File: src/pslt_consts.svh
// Register offsets, field positions, reset values and timing counts for the
// port split link timeout block.
// Assumes a 25 MHz core clock; included by every design file that needs it.
`ifndef PSLT_CONSTS_SVH
`define PSLT_CONSTS_SVH

// ==========================================================================
// Register offsets (16-bit internal register address space)
`define PSLT_OFS_PORT_EN 16'h3c48
`define PSLT_OFS_GLOBAL_EN 16'h4141
`define PSLT_OFS_P3_PIN_SEL 16'h416e
`define PSLT_OFS_P4_PIN_SEL 16'h416f
`define PSLT_OFS_TIMEOUT 16'h4171
`define PSLT_OFS_LOW_TIME 16'h4176

// ==========================================================================
// Field positions
`define PSLT_BIT_PORT3_EN 5
`define PSLT_BIT_PORT4_EN 6
`define PSLT_BIT_GLOBAL_EN 0

// ==========================================================================
// Reset values
`define PSLT_RST_PORT_EN 8'h00
`define PSLT_RST_GLOBAL_EN 8'h00
`define PSLT_RST_P3_PIN_SEL 8'h42
`define PSLT_RST_P4_PIN_SEL 8'h06
`define PSLT_RST_TIMEOUT 8'h05
`define PSLT_RST_LOW_TIME 8'h05

// ==========================================================================
// Pin select codes
`define PSLT_P3_SEL_A 8'h42
`define PSLT_P3_SEL_B 8'h05
`define PSLT_P4_SEL_A 8'h06
`define PSLT_P4_SEL_B 8'h04

// ==========================================================================
// Link training state codes that count as stuck
`define PSLT_STUCK_LO 4'h4
`define PSLT_STUCK_HI 4'h9

// ==========================================================================
// Timing: clock rate, unit tick and times in ms
`define PSLT_CLK_HZ 25000000
`define PSLT_TICK_MS 1
`define PSLT_TICK_CYC ((`PSLT_CLK_HZ / 1000) * `PSLT_TICK_MS)
`define PSLT_LOW_MIN_MS 350
`define PSLT_LOW_STEP_MS 10
`define PSLT_TO_100_MS 100
`define PSLT_TO_250_MS 250
`define PSLT_TO_500_MS 500
`define PSLT_TO_750_MS 750
`define PSLT_TO_1000_MS 1000
`define PSLT_TO_2000_MS 2000

`endif

File: src/pslt_pkg.sv
// Types shared by the port split link timeout block.
// Assumes nothing of its surroundings.
package pslt_pkg;

    // ======================================================================
    // Per-port supervisor states, one-hot
    typedef enum logic [2:0] {
        PSLT_ST_OFF = 3'b001,
        PSLT_ST_WATCH = 3'b010,
        PSLT_ST_LOW = 3'b100
    } pslt_state_t;

endpackage

File: src/pslt_tick.sv
// Millisecond tick generator for the split supervisors.
// Assumes the 25 MHz core clock and the common clock enable.
`timescale 1ns/1ps
`include "pslt_consts.svh"

module pslt_tick
    import pslt_pkg::*;
(
    // Clock and reset
    input wire logic clk,
    input wire logic nrst,
    input wire logic clk_en,
    // Tick out
    output logic tick_ms
);

    logic [14:0] cnt_q, cnt_d;
    logic tick_q, tick_d;

    // ======================================================================
    // Divider: one pulse every TICK_CYC enabled cycles
    always_comb begin
        tick_d = 1'b0;
        cnt_d = cnt_q + 15'h0001;
        if (cnt_q == 15'((`PSLT_TICK_CYC) - 1)) begin
            cnt_d = 15'h0000;
            tick_d = 1'b1;
        end
    end

    always_ff @(posedge clk or negedge nrst) begin
        if (!nrst) begin
            cnt_q <= 15'h0000;
            tick_q <= 1'b0;
        end else if (clk_en) begin
            cnt_q <= cnt_d;
            tick_q <= tick_d;
        end
    end

    assign tick_ms = tick_q & clk_en;

endmodule

File: src/pslt_port.sv
// One split port supervisor: watches the link state and toggles split power.
// Assumes a synchronised link state and a one-cycle millisecond tick.
`timescale 1ns/1ps
`include "pslt_consts.svh"

module pslt_port
    import pslt_pkg::*;
(
    // Clock and reset
    input wire logic clk,
    input wire logic nrst,
    input wire logic clk_en,
    input wire logic tick_ms,
    // Configuration
    input wire logic split_on,
    input wire logic [2:0] timeout_sel,
    input wire logic [7:0] low_time,
    input wire logic [3:0] link_state,
    // Status
    output logic power_on,
    output logic toggling,
    output logic timeout_evt
);

    pslt_state_t st_q, st_d;
    logic [11:0] ms_q, ms_d;
    logic [3:0] last_q, last_d;
    logic evt_d, evt_q;
    logic [11:0] limit;
    logic [11:0] low_ms;
    logic stuck;

    // Timeout select to milliseconds; zero means never toggle
    function automatic logic [11:0] to_ms(input logic [2:0] sel);
        case (sel)
            3'h1: to_ms = 12'(`PSLT_TO_100_MS);
            3'h2: to_ms = 12'(`PSLT_TO_250_MS);
            3'h3: to_ms = 12'(`PSLT_TO_500_MS);
            3'h4: to_ms = 12'(`PSLT_TO_750_MS);
            3'h5: to_ms = 12'(`PSLT_TO_1000_MS);
            3'h6: to_ms = 12'(`PSLT_TO_2000_MS);
            default: to_ms = 12'h000; // Reserved behaves as disabled
        endcase
    endfunction

    assign limit = to_ms(timeout_sel);
    assign low_ms = 12'(`PSLT_LOW_MIN_MS) + 12'(low_time) * 12'(`PSLT_LOW_STEP_MS);
    assign stuck = (link_state >= `PSLT_STUCK_LO) && (link_state <= `PSLT_STUCK_HI);

    // ======================================================================
    // Supervisor next state
    always_comb begin
        st_d = st_q;
        ms_d = ms_q;
        last_d = link_state;
        evt_d = 1'b0;
        case (st_q)
            PSLT_ST_OFF: begin
                ms_d = 12'h000;
                if (split_on) begin
                    st_d = PSLT_ST_WATCH;
                end
            end
            PSLT_ST_WATCH: begin
                if (!split_on) begin
                    st_d = PSLT_ST_OFF;
                    ms_d = 12'h000;
                end else if (!stuck || link_state != last_q || limit == 12'h000) begin
                    ms_d = 12'h000;
                end else if (tick_ms) begin
                    if (ms_q + 12'h001 >= limit) begin
                        st_d = PSLT_ST_LOW;
                        ms_d = 12'h000;
                        evt_d = 1'b1;
                    end else begin
                        ms_d = ms_q + 12'h001;
                    end
                end
            end
            PSLT_ST_LOW: begin
                // Low time runs out even if splitting is dropped meanwhile
                if (tick_ms) begin
                    if (ms_q + 12'h001 >= low_ms) begin
                        st_d = split_on ? PSLT_ST_WATCH : PSLT_ST_OFF;
                        ms_d = 12'h000;
                    end else begin
                        ms_d = ms_q + 12'h001;
                    end
                end
            end
            default: begin
                st_d = PSLT_ST_OFF;
                ms_d = 12'h000;
            end
        endcase
    end

    always_ff @(posedge clk or negedge nrst) begin
        if (!nrst) begin
            st_q <= PSLT_ST_OFF;
            ms_q <= 12'h000;
            last_q <= 4'h0;
            evt_q <= 1'b0;
        end else if (clk_en) begin
            st_q <= st_d;
            ms_q <= ms_d;
            last_q <= last_d;
            evt_q <= evt_d;
        end
    end

    // Split power is high only while watching; it is low when off and during the reset pulse
    assign power_on = (st_q == PSLT_ST_WATCH);
    assign toggling = (st_q == PSLT_ST_LOW);
    assign timeout_evt = evt_q;

endmodule

File: src/pslt_top.sv
// Port split control for downstream ports 3 and 4 of the hub.
// Assumes a byte-wide internal register port driven by the configuration
// loader or SMBus agent, link state codes from the SuperSpeed ports, and
// one 25 MHz core clock with the hub's asynchronous active-low reset.
// Register map, one byte each:
// Port enables at 0x3c48, bit 0 stays 0
// Global enable at 0x4141, bit 0
// Port 3 pin select at 0x416e
// Port 4 pin select at 0x416f
// Stuck link timeout code at 0x4171
// Split pin low time at 0x4176
//
// Pin bits: 0 port 3 A, 1 port 4 A,
// Then 2 port 3 B, 3 port 4 B.
// Output enables are low while driving.
//
// Timeout codes: 1 100 ms, 2 250 ms,
// Then 3 500 ms, 4 750 ms, 5 1 s, 6 2 s;
// Codes 0 and 7 disable the toggle.
// Low time: 350 ms plus 10 ms a count.
// Clock enable low freezes all state.
`timescale 1ns/1ps
`include "pslt_consts.svh"

module pslt_top
    import pslt_pkg::*;
(
    // Clock, reset and enable
    input wire logic clk,
    input wire logic nrst,
    input wire logic clk_en,
    // Internal register port
    input wire logic reg_wr,
    input wire logic reg_rd,
    input wire logic [15:0] reg_addr,
    input wire logic [7:0] reg_wdata,
    output logic [7:0] reg_rdata,
    output logic reg_hit,
    // Link training state status per port, from the link clock domain
    input wire logic [3:0] link_state_p3,
    input wire logic [3:0] link_state_p4,
    // Ordinary port power requests from the hub core
    input wire logic port_power_req_p3,
    input wire logic port_power_req_p4,
    // Pins
    output logic port_power_ctl_pin_p3,
    output logic port_power_ctl_pin_p4,
    output logic [3:0] gpio_out,
    output logic [3:0] gpio_split_oe,
    // Status
    output logic [1:0] split_active,
    output logic [1:0] split_reset_evt
);

    // Reserved bits are never stored
    // Registers
    logic [7:0] port_en_q, port_en_d;
    logic [7:0] global_en_q, global_en_d;
    logic [7:0] p3_sel_q, p3_sel_d;
    logic [7:0] p4_sel_q, p4_sel_d;
    logic [2:0] timeout_q, timeout_d;
    logic [7:0] low_time_q, low_time_d;
    logic [7:0] rdata_q, rdata_d;
    logic hit_q, hit_d;

    // Link codes arrive unsynchronised
    // Synchronisers for the link state codes
    logic [3:0] ls_meta_q [2];
    logic [3:0] ls_sync_q [2];
    logic [3:0] ls_raw [2];

    // Each pin and status output leaves one of these
    // Pin outputs
    logic [1:0] ctl_q, ctl_d;
    logic [3:0] gpo_q, gpo_d;
    logic [3:0] goe_n_q, goe_n_d;
    logic [1:0] act_q, act_d;
    logic [1:0] evt_q, evt_d;

    // Nets between registers and ports
    logic tick_ms;
    logic [1:0] split_on;
    logic [1:0] power_on;
    logic [1:0] port_evt;
    logic [1:0] toggling;
    logic [1:0] sel_ok;

    // Unknown codes leave a port unsplit,
    // so no stray pin is ever claimed
    // Which of the four split GPIOs a select code drives (one-hot,
    // 0: port3 A, 1: port4 A, 2: port3 B, 3: port4 B); zero if unknown
    function automatic logic [3:0] pin_of(input logic port4, input logic [7:0] sel);
        pin_of = 4'h0;
        if (!port4) begin
            if (sel == `PSLT_P3_SEL_A) pin_of = 4'h1;
            else if (sel == `PSLT_P3_SEL_B) pin_of = 4'h4;
        end else begin
            if (sel == `PSLT_P4_SEL_A) pin_of = 4'h2;
            else if (sel == `PSLT_P4_SEL_B) pin_of = 4'h8;
        end
    endfunction

    // No hit for unmapped addresses
    // Read decode, shared by data and hit
    function automatic logic [8:0] rd_of(input logic [15:0] a, input logic [7:0] pe,
                                         input logic [7:0] ge, input logic [7:0] s3,
                                         input logic [7:0] s4, input logic [2:0] to,
                                         input logic [7:0] lt);
        case (a)
            `PSLT_OFS_PORT_EN: rd_of = {1'b1, pe};
            `PSLT_OFS_GLOBAL_EN: rd_of = {1'b1, ge};
            `PSLT_OFS_P3_PIN_SEL: rd_of = {1'b1, s3};
            `PSLT_OFS_P4_PIN_SEL: rd_of = {1'b1, s4};
            `PSLT_OFS_TIMEOUT: rd_of = {1'b1, 5'h00, to};
            `PSLT_OFS_LOW_TIME: rd_of = {1'b1, lt};
            default: rd_of = 9'h000; // Unmapped reads as zero
        endcase
    endfunction

    // ======================================================================
    // Register writes
    // Writes land on the next edge
    // Read answer stands for one cycle
    always_comb begin
        port_en_d = port_en_q;
        global_en_d = global_en_q;
        p3_sel_d = p3_sel_q;
        p4_sel_d = p4_sel_q;
        timeout_d = timeout_q;
        low_time_d = low_time_q;
        if (reg_wr) begin
            case (reg_addr)
                `PSLT_OFS_PORT_EN: port_en_d = {reg_wdata[7:1], 1'b0};
                `PSLT_OFS_GLOBAL_EN: global_en_d = {7'h00, reg_wdata[0]};
                `PSLT_OFS_P3_PIN_SEL: p3_sel_d = reg_wdata;
                `PSLT_OFS_P4_PIN_SEL: p4_sel_d = reg_wdata;
                `PSLT_OFS_TIMEOUT: timeout_d = reg_wdata[2:0];
                `PSLT_OFS_LOW_TIME: low_time_d = reg_wdata;
                default: ;
            endcase
        end
        {hit_d, rdata_d} = reg_rd ? rd_of(reg_addr, port_en_q, global_en_q, p3_sel_q,
                                          p4_sel_q, timeout_q, low_time_q) : 9'h000;
    end

    always_ff @(posedge clk or negedge nrst) begin
        if (!nrst) begin
            // Selects wake up on option A
            port_en_q <= `PSLT_RST_PORT_EN;
            global_en_q <= `PSLT_RST_GLOBAL_EN;
            p3_sel_q <= `PSLT_RST_P3_PIN_SEL;
            p4_sel_q <= `PSLT_RST_P4_PIN_SEL;
            timeout_q <= 3'(`PSLT_RST_TIMEOUT);
            low_time_q <= `PSLT_RST_LOW_TIME;
            rdata_q <= 8'h00;
            hit_q <= 1'b0;
        end else if (clk_en) begin
            port_en_q <= port_en_d;
            global_en_q <= global_en_d;
            p3_sel_q <= p3_sel_d;
            p4_sel_q <= p4_sel_d;
            timeout_q <= timeout_d;
            low_time_q <= low_time_d;
            rdata_q <= rdata_d;
            hit_q <= hit_d;
        end
    end

    // Split needs both enables and a pin
    // Only ports 3 and 4 have an enable bit that reaches the logic
    assign split_on[0] = global_en_q[`PSLT_BIT_GLOBAL_EN]
                         & port_en_q[`PSLT_BIT_PORT3_EN];
    assign split_on[1] = global_en_q[`PSLT_BIT_GLOBAL_EN]
                         & port_en_q[`PSLT_BIT_PORT4_EN];
    // Valid select per port
    assign sel_ok[0] = |pin_of(1'b0, p3_sel_q);
    assign sel_ok[1] = |pin_of(1'b1, p4_sel_q);
    // Raw codes as an array
    assign ls_raw[0] = link_state_p3;
    assign ls_raw[1] = link_state_p4;

    // ======================================================================
    // Link state synchronisers and per-port supervisors
    // Off releases the pin; watch holds it
    // high and counts stuck milliseconds;
    // low drives it low for the set time.
    // A shared tick costs up to 1 ms.
    // Shared millisecond tick
    pslt_tick u_tick (
        .clk(clk),
        .nrst(nrst),
        .clk_en(clk_en),
        .tick_ms(tick_ms)
    );

    // Sync and supervisor per port
    for (genvar p = 0; p < 2; p++) begin : g_port
        // Code may tear across bits for a cycle; that only restarts the timer
        // Only the second flop is read
        always_ff @(posedge clk or negedge nrst) begin
            if (!nrst) begin
                ls_meta_q[p] <= 4'h0;
                ls_sync_q[p] <= 4'h0;
            end else if (clk_en) begin
                ls_meta_q[p] <= ls_raw[p];
                ls_sync_q[p] <= ls_meta_q[p];
            end
        end

        // Supervisor for this port
        pslt_port u_port (
            .clk(clk),
            .nrst(nrst),
            .clk_en(clk_en),
            .tick_ms(tick_ms),
            .split_on(split_on[p] & sel_ok[p]),
            .timeout_sel(timeout_q),
            .low_time(low_time_q),
            .link_state(ls_sync_q[p]),
            .power_on(power_on[p]),
            .toggling(toggling[p]),
            .timeout_evt(port_evt[p])
        );
    end

    // ======================================================================
    // Pin drive
    // If its enables drop mid-toggle, a pin stays claimed
    // to the end of the power cycle, then is released
    always_comb begin
        logic [3:0] m3;
        logic [3:0] m4;
        m3 = pin_of(1'b0, p3_sel_q);
        m4 = pin_of(1'b1, p4_sel_q);
        // Ordinary power pins follow the hub core whether split or not
        ctl_d = {port_power_req_p4, port_power_req_p3};
        // Released pins idle low, oe high
        gpo_d = 4'h0;
        goe_n_d = 4'hf;
        // Split pin only claims its GPIO while active or mid-toggle
        if ((split_on[0] && sel_ok[0]) || toggling[0]) begin
            gpo_d = gpo_d | (m3 & {4{power_on[0]}});
            goe_n_d = goe_n_d & ~m3;
        end
        if ((split_on[1] && sel_ok[1]) || toggling[1]) begin
            gpo_d = gpo_d | (m4 & {4{power_on[1]}});
            goe_n_d = goe_n_d & ~m4;
        end
        act_d = split_on & sel_ok;
        // Events line up with the pin
        evt_d = port_evt;
    end

    // Overcurrent stays on the port pin
    // No overcurrent input exists for the split pins by design
    always_ff @(posedge clk or negedge nrst) begin
        if (!nrst) begin
            ctl_q <= 2'h0;
            gpo_q <= 4'h0;
            goe_n_q <= 4'hf;
            act_q <= 2'h0;
            evt_q <= 2'h0;
        end else if (clk_en) begin
            ctl_q <= ctl_d;
            gpo_q <= gpo_d;
            goe_n_q <= goe_n_d;
            act_q <= act_d;
            evt_q <= evt_d;
        end
    end

    // Straight register copies
    assign reg_rdata = rdata_q;
    assign reg_hit = hit_q;
    assign port_power_ctl_pin_p3 = ctl_q[0];
    assign port_power_ctl_pin_p4 = ctl_q[1];
    assign gpio_out = gpo_q;
    assign gpio_split_oe = goe_n_q;
    assign split_active = act_q;
    assign split_reset_evt = evt_q;

endmodule

File: config.mk
export PLATFORM = sky130hd
export DESIGN_NAME = pslt_top
export DESIGN_NICKNAME = d
export VERILOG_FILES = /design/src/pslt_pkg.sv /design/src/pslt_tick.sv /design/src/pslt_port.sv /design/src/pslt_top.sv
export VERILOG_INCLUDE_DIRS = /design/src /design/src/src
export SDC_FILE = /design/constraint.sdc
export NUM_CORES = 1
export LEC_CHECK = 0
export BUFFER_PORTS_ARGS = -buffer_cell sky130_fd_sc_hd__buf_2
export CORE_ASPECT_RATIO = 1.4
export CORE_MARGIN = 3
export CORE_UTILIZATION = 35
export DETAILED_ROUTE_END_ITERATION = 8
export PLACE_DENSITY = 0.58
export SYNTH_ARGS = -nofsm -noshare
export SYNTH_HDL_FRONTEND = slang
export SYNTH_HIERARCHICAL = 1
export SYNTH_SLANG_ARGS = --single-unit
File: constraint.sdc
create_clock -name clk -period 3.85 [get_ports clk]
set_input_delay 0.77 -clock clk [delete_from_list [all_inputs] [get_ports clk]]
set_output_delay 0.77 -clock clk [all_outputs]
set_load 0.01 [all_outputs]
==> results.toml, run 1 <==
[sta]
post-route-min-period_ns = 3.87
rsz0062_at_grt = "true"
worstMarginPinSlew_ns = 0.932
finClkSkew_ns = 0.0109
max_slew_margin = 0.378
fin_crit_sh = 1.01
setup_viol = 2
max_freq_mhz = 258
tns_ns = -0.0399
timing.hold.ws_ns = 0.389
slew_violations = 0
setup_slack_ns = -0.0206
hold_violations = 0

[power_and_ir_drop]
cellPowerDensity_mw_per_mm2 = 345
vdd_drop_max_mv = 0.447
total_power_mw = 3.79
leakagePower_nw = 4.95

[drt]
drcViolationCount = 0
final_antenna_net_count = 0
totalWireLength_um = 21200
vias = 6940
met2_length_um = 11100
drt_iter0_drc = 355
viasPerCell = 5.30
routed.top_layer = "met4"
first_pass_iters = 4
met3WireLength_um = 553
wirelength_met1_um = 8840
routedWlPerCell_um = 16.2

[critical_path]
r2r-start = "low_time_q[1]$_DFFE_PN0P_"
r2r-end = "g_port[1].u_port/ms_q[2]$_DFFE_PN0P_"
worstPathRequired_ns = 4.21
path_class = "register to register"
endpoint_kind = "register"
reg2reg_slack_ns = -0.02
crit_fanout = 7
r2r_cells = 16
cp_data_arrival_time_ns = 4.23
critPathLaunchType = "register"

[final_layout]
drive_above_1_share = 0.351
syn2layout_area_growth_pct = 23.5
diodes = 0
finish.net_count = 1093
fin_cells = 1309

[grt]
grt_max_degree = 80
grt_pass1_vias = 7189
grt_pass1_wl_um = 35200
antenna_found_initial = 0
grt.overflow.total = 0
grt_usage = 0.158

[clocking]
cts_buffers = 17
cts.sink_count = 130
clock_latency_ns = 0.43
clk_pin_slew_ns = 0.06
cts-hold-fix-buffers = 0
cts_tree = "yes"
htree_levels = 4
cts-root-buf = "clkbuf_16"
cts_max_path_buffers = 2

[logic_synthesis]
synth-seq-cells = 130
ys_types = 98
yosys.area.top_type = "dfrtp_1"
synthesis.instances = 867
synth_nets = 979
syn_area_sq_mm = 0.00889
synth-edff-count = 0
yosysSeqAreaShare = 0.368
synth_warnings = 6
ys_top_cells_by_area = "dfrtp_1 33%, ha_1 10%, mux2_2 9.0%, dfstp_2 4.1%, xnor2_1 3.4%"
synthArstFlopShare = 1.00
yosys.area.top_type_share = 0.326
synth_ff_type = "dfrtp_1"
avgSynthCellArea_sq_um = 10.3

[die]
dieArea_sq_mm = 0.0274
die_y_um = 195
initial_core_util = 0.358
coreArea_sq_mm = 0.0248
rows = 68
die-width_um = 141
ioPinCount = 62

[place]
dp_cells = 1256
dp_hpwl_um = 15600
gp_congestion = 0.849
portBuffers = 61
pre_cts_ws_ns = -0.285

[run]
maxCapViolations = 0

[run_status]
status = "complete, but fails checks"
violations = "negative setup slack"

[min_path]
worst_hold_path_type = "input pin to async pin"
==> cell families (layout without fill, tap and decap cells) <==
group	Yosys count	count (layout)	share of synthesized area
muxes	81	81	0.102
xor gates and xnor gates	56	56	0.0551
DFF	130	130	0.368
AOI/OAI and AO/OA	177	177	0.142
buffers and inverters	69	196	0.0378
adders and majority gates	73	73	0.104
and+or+nand+nor	281	281	0.190
==> final cells by class <==
type                    instances  area, sq um
clock buffers                  21          480
clock inverters                11          198
fillers                      2386        13900
inverters                      37          139
multi-input cells             668         5650
flip-flops and latches        130         3270
well taps                     315          394
repair buffers                127          847
==> through the flow <==
stage,area (sq um),utilization
global route,11000,0.442
CTS,10700,0.433
finish,11000,0.442
detailed placement,9770,0.393
global placement,9770,0.393
floorplan,8900,-
==> synth_stat cells (all sizes together), types with 6 or more instances <==
library cell / instances
o21ai: 32
xor2: 21
buf: 23
dfstp: 14
nor2: 43
xnor2: 35
a211oi: 6
a31oi: 10
nor3: 17
o31ai: 8
nor4: 9
a21o: 16
nand4: 18
nor2b: 7
a21oi: 32
and2: 13
ha: 71
mux2: 73
nand3: 25
nor4bb: 7
mux2i: 8
o21bai: 7
nand2: 68
nor3b: 6
o22ai: 9
dfrtp: 116
nand2b: 17
inv: 37
clkbuf: 9
a21boi: 8
or2: 10
==> where the power goes <==
part	internal, mW	switching (mW)
sequential	1.46	0.111
clock	1.22	0.626
combinational	0.182	0.183
==> state kept, by name (all words and copies together) (netlist names) <==
register and flops:
p4_sel_q 8, low_time_q 8, reg_hit 1, timeout_q 3, split_active 2, u_tick/cnt_q 15, ctl_q 2, gpio_split_oe 4
global_en_q 1, g_port.u_port/last_q 8, split_reset_evt 2, gpio_out 4, g_port.u_port/timeout_evt 2, g_port.u_port/st_q 6, port_en_q 7, u_tick/tick_q 1
reg_rdata 8, g_port.u_port/ms_q 24, ls_sync_q 8, p3_sel_q 8, ls_meta_q 8
==> layer usage <==
| layer | vias up | global-route usage |
|---|---|---|
| met5 | - | 0 |
| met4 | 0 | 0.0750 |
| met3 | 42 | 0.0283 |
| met2 | 111 | 0.284 |
| met1 | 3364 | 0.180 |
| li1 | 3423 | - |
==> worst max path at each step <==
| stage | startpoint | endpoint | slack (ns) |
|---|---|---|---|
| floorplan | low_time_q[1]$_DFFE_PN0P_ | g_port[1].u_port/ms_q[5]$_DFFE_PN0P_ | 0.002 |
| global placement | low_time_q[3]$_DFFE_PN0P_ | g_port[1].u_port/ms_q[5]$_DFFE_PN0P_ | -0.16 |
| detailed placement | low_time_q[3]$_DFFE_PN0P_ | g_port[1].u_port/ms_q[5]$_DFFE_PN0P_ | -0.28 |
| CTS | low_time_q[1]$_DFFE_PN0P_ | g_port[1].u_port/ms_q[2]$_DFFE_PN0P_ | -0.03 |
| global route | low_time_q[1]$_DFFE_PN0P_ | g_port[1].u_port/ms_q[5]$_DFFE_PN0P_ | -0.17 |
| finish | low_time_q[1]$_DFFE_PN0P_ | g_port[1].u_port/ms_q[2]$_DFFE_PN0P_ | -0.02 |
==> critical path, cell delays in order (launching register included) <==
cell,delay (ns)
dfrtp_1,0.38
buf_6,0.13
ha_4,0.21
ha_4,0.16
fa_2,0.38
a21o_1,0.19
a211o_1,0.27
and2_4,0.15
a21o_1,0.19
xnor2_1,0.14
ha_1,0.32
a21o_1,0.19
a21o_1,0.16
a22oi_2,0.23
nand3_4,0.18
a2111oi_4,0.38
a221o_1,0.15
==> cells in the final DEF (no fill, tap or decap), types with 6 or more instances in the layout <==
cell type,n
o21ai_0,19
o21ai_2,8
buf_4,60
mux2i_1,8
nor4bb_1,7
dfrtp_1,114
a21oi_2,6
xor2_1,21
mux2_2,71
nor3b_1,6
xnor2_1,35
and2_1,6
nand4_1,16
a31oi_1,9
a21o_1,16
a21oi_1,25
nand2b_1,16
nand2_1,66
ha_1,61
nor2_1,42
nor2b_1,6
clkbuf_16,17
inv_1,36
or2_2,9
nor4_1,6
o31ai_1,6
ha_4,10
buf_2,60
a21boi_0,8
dfstp_2,14
nor3_1,12
nand3_1,22
o22ai_1,9
==> timing repair <==
item,in CTS,in global routing
setup buffers,14,7
endpoints found under the setup margin,28,30
hold endpoints to repair,0,0
resized for setup,39,34
pin swaps,27,36
Power figures use the tool's default switching activity.
==> run 2, diff against run 1 <==
--- a/config.mk
+++ b/config.mk
@@ -8,8 +8,8 @@
 export LEC_CHECK = 0
 export BUFFER_PORTS_ARGS = -buffer_cell sky130_fd_sc_hd__buf_2
-export CORE_ASPECT_RATIO = 1.4
 export CORE_MARGIN = 3
 export CORE_UTILIZATION = 35
 export DETAILED_ROUTE_END_ITERATION = 8
+export GPL_TIMING_DRIVEN = 0
 export PLACE_DENSITY = 0.58
 export SYNTH_ARGS = -nofsm -noshare
==> constraint.sdc (replaced) <==
create_clock -name clk -period 3.85 [get_ports clk]
set_input_delay 0.77 -clock clk [delete_from_list [all_inputs] [get_ports clk]]
set_output_delay 0.77 -clock clk [all_outputs]
set_load 0.005 [all_outputs]
==> run 2 against run 1 <==
  * The run now ends clean
  * Global-route usage up 0.21 points
  * Register-to-register slack improved by 0.05 ns
  * Cell area shrank 2.0%
  * Critical path type unchanged
  * Highest routed layer unchanged
  * Via count shrank 1.2%
  * Sequential cell count unchanged
==> results.toml, run 2 (same netlist as run 1, synthesis figures left out) <==
[critical_path]
crit_fanout = 8
r2r-start = "low_time_q[3]$_DFFE_PN0P_"
critPathLaunchType = "register"
path_class = "register to register"
endpoint_kind = "register"
crit_path_start = "low_time_q[3]$_DFFE_PN0P_"
worstPathRequired_ns = 4.20
cp_data_arrival_time_ns = 4.17

[final_layout]
fin_cells = 1305
final_common_cell = "dfrtp_1"
finish.net_count = 1080
top_register = "g_port.u_port/ms_q"
diodes = 0
drive_above_1_share = 0.338
top_regs = "g_port.u_port/ms_q: 24 flops, u_tick/cnt_q: 15 flops"
mostFrequentLayoutCells = "112 x dfrtp_1, 71 x mux2_2, 69 x buf_2"
syn2layout_area_growth_pct = 21.1
largest_reg_flops = 24
final_util = 0.436

[drt]
viasPerCell = 5.26
drcViolationCount = 0
vias = 6859
first_pass_iters = 4
drt_iter0_drc = 300
final_antenna_net_count = 0
totalWireLength_um = 21000
routedWlPerCell_um = 16.1

[power_and_ir_drop]
clkPwrFrac = 0.441
p_int_mw = 2.56
seq_power_share = 0.442
leakagePower_nw = 4.78
p_comb_frac = 0.117
p_switching_mw = 0.948
cellPowerDensity_mw_per_mm2 = 326
power.share.switching = 0.270
vdd_drop_max_mv = 0.216
total_power_mw = 3.51

[grt]
grt_max_degree = 69
grt_usage = 0.160
grt.overflow.total = 0
grt_pass1_wl_um = 34800
grt_pass1_vias = 6816
antenna_found_initial = 0

[clocking]
htree_levels = 4
cts-root-buf = "clkbuf_16"
cts_tree = "yes"
cts_buffers = 17
clock_latency_ns = 0.43
cts.sink_count = 130
cts_max_path_buffers = 2
clk_pin_slew_ns = 0.06

[sta]
setup_viol = 0
rsz0062_at_grt = "true"
timing.hold.ws_ns = 0.325
fin_crit_sh = 0.994
max_freq_mhz = 261
slew_violations = 0
hold_violations = 0
finClkSkew_ns = 0.0146
setup_slack_ns = 0.0250
max_slew_margin = 0.173
worstMarginPinSlew_ns = 1.23
post-route-min-period_ns = 3.83

[place]
gp_congestion = 0.823
dp_cells = 1252
dp_hpwl_um = 15400
pre_cts_ws_ns = -0.379
portBuffers = 60

[min_path]
worst_hold_path_type = "input pin to async pin"

[die]
coreArea_sq_mm = 0.0247
initial_core_util = 0.360
ioPinCount = 62
die-width_um = 165
dieArea_sq_mm = 0.0274
rows = 57
die_y_um = 165

[run]
maxCapViolations = 0

[run_status]
status = "completed"
==> run 2: worst max-delay path, stage by stage (launching register included) <==
cell	delay, ns
dfrtp_2	0.48
ha_4	0.25
ha_4	0.16
fa_2	0.37
a21o_1	0.20
a211o_1	0.27
and2_4	0.15
a21o_1	0.19
a31o_2	0.21
a21oi_2	0.13
ha_1	0.26
o2111a_1	0.18
a22oi_2	0.23
nand3_4	0.19
a2111o_1	0.40
o21ai_1	0.07
==> run 2: power groups by stage <==
stage	clock network (mW)	registers (mW)	logic, mW
3_5_place_dp	0	1.57	0.387
6_report	1.55	1.55	0.412
4_1_cts	1.59	1.55	0.395
3_3_place_gp	0	1.57	0.377
5_1_grt	1.65	1.56	0.456
2_1_floorplan	0	1.55	0.274
==> run 2: area by class of cell <==
class                      count  area [sq um]
clock inverter                14           130
fill                        2415         13900
sequential                   130          3280
clock buffer                  18           429
multi-input combinational    668          5690
buffer                        31           186
tap                          324           405
inverter                      37           139
timing repair buffer          83           510
==> run 2: path summary, 6_finish.rpt <==
kind / slack, ns / to / cells after the start
hold / removal: 0.32 / g_port[0].u_port/ms_q[1]$_DFFE_PN0P_ / 1
min in group clk: 0.49 / gpio_split_oe[3]$_DFFE_PN1P_ / 2
max in group asynchronous: 2.71 / gpio_split_oe[2]$_DFFE_PN1P_ / 2
hold reg to reg: 0.49 / gpio_split_oe[3]$_DFFE_PN1P_ / 2
setup / recovery: 0.02 / g_port[1].u_port/ms_q[6]$_DFFE_PN0P_ / 15
setup reg to reg: 0.02 / g_port[1].u_port/ms_q[6]$_DFFE_PN0P_ / 15
==> run 2: what timing repair did <==
item / 4_1_cts / 5_1_grt
setup endpoints to repair: 30 / 31
hold buffers: 0 / 0
pin swaps: 30 / 36
gates resized for setup: 47 / 32
buffers inserted: 17 / 5
==> run 2: stage by stage <==
step           setup TNS [ns]  instance area, sq um
2_1_floorplan               0                  8900
3_3_place_gp            -7.11                  9610
3_5_place_dp            -7.67                  9650
4_1_cts               -0.0133                 10600
5_1_grt                 -1.73                 10800
6_report                    0                 10800
==> run 2: layer usage <==
metal | global-route usage | routed length, um
met1 | 0.218 | 10200
met5 | 0 | 0
met3 | 0.0369 | 678
met2 | 0.257 | 9780
met4 | 0.0442 | 347
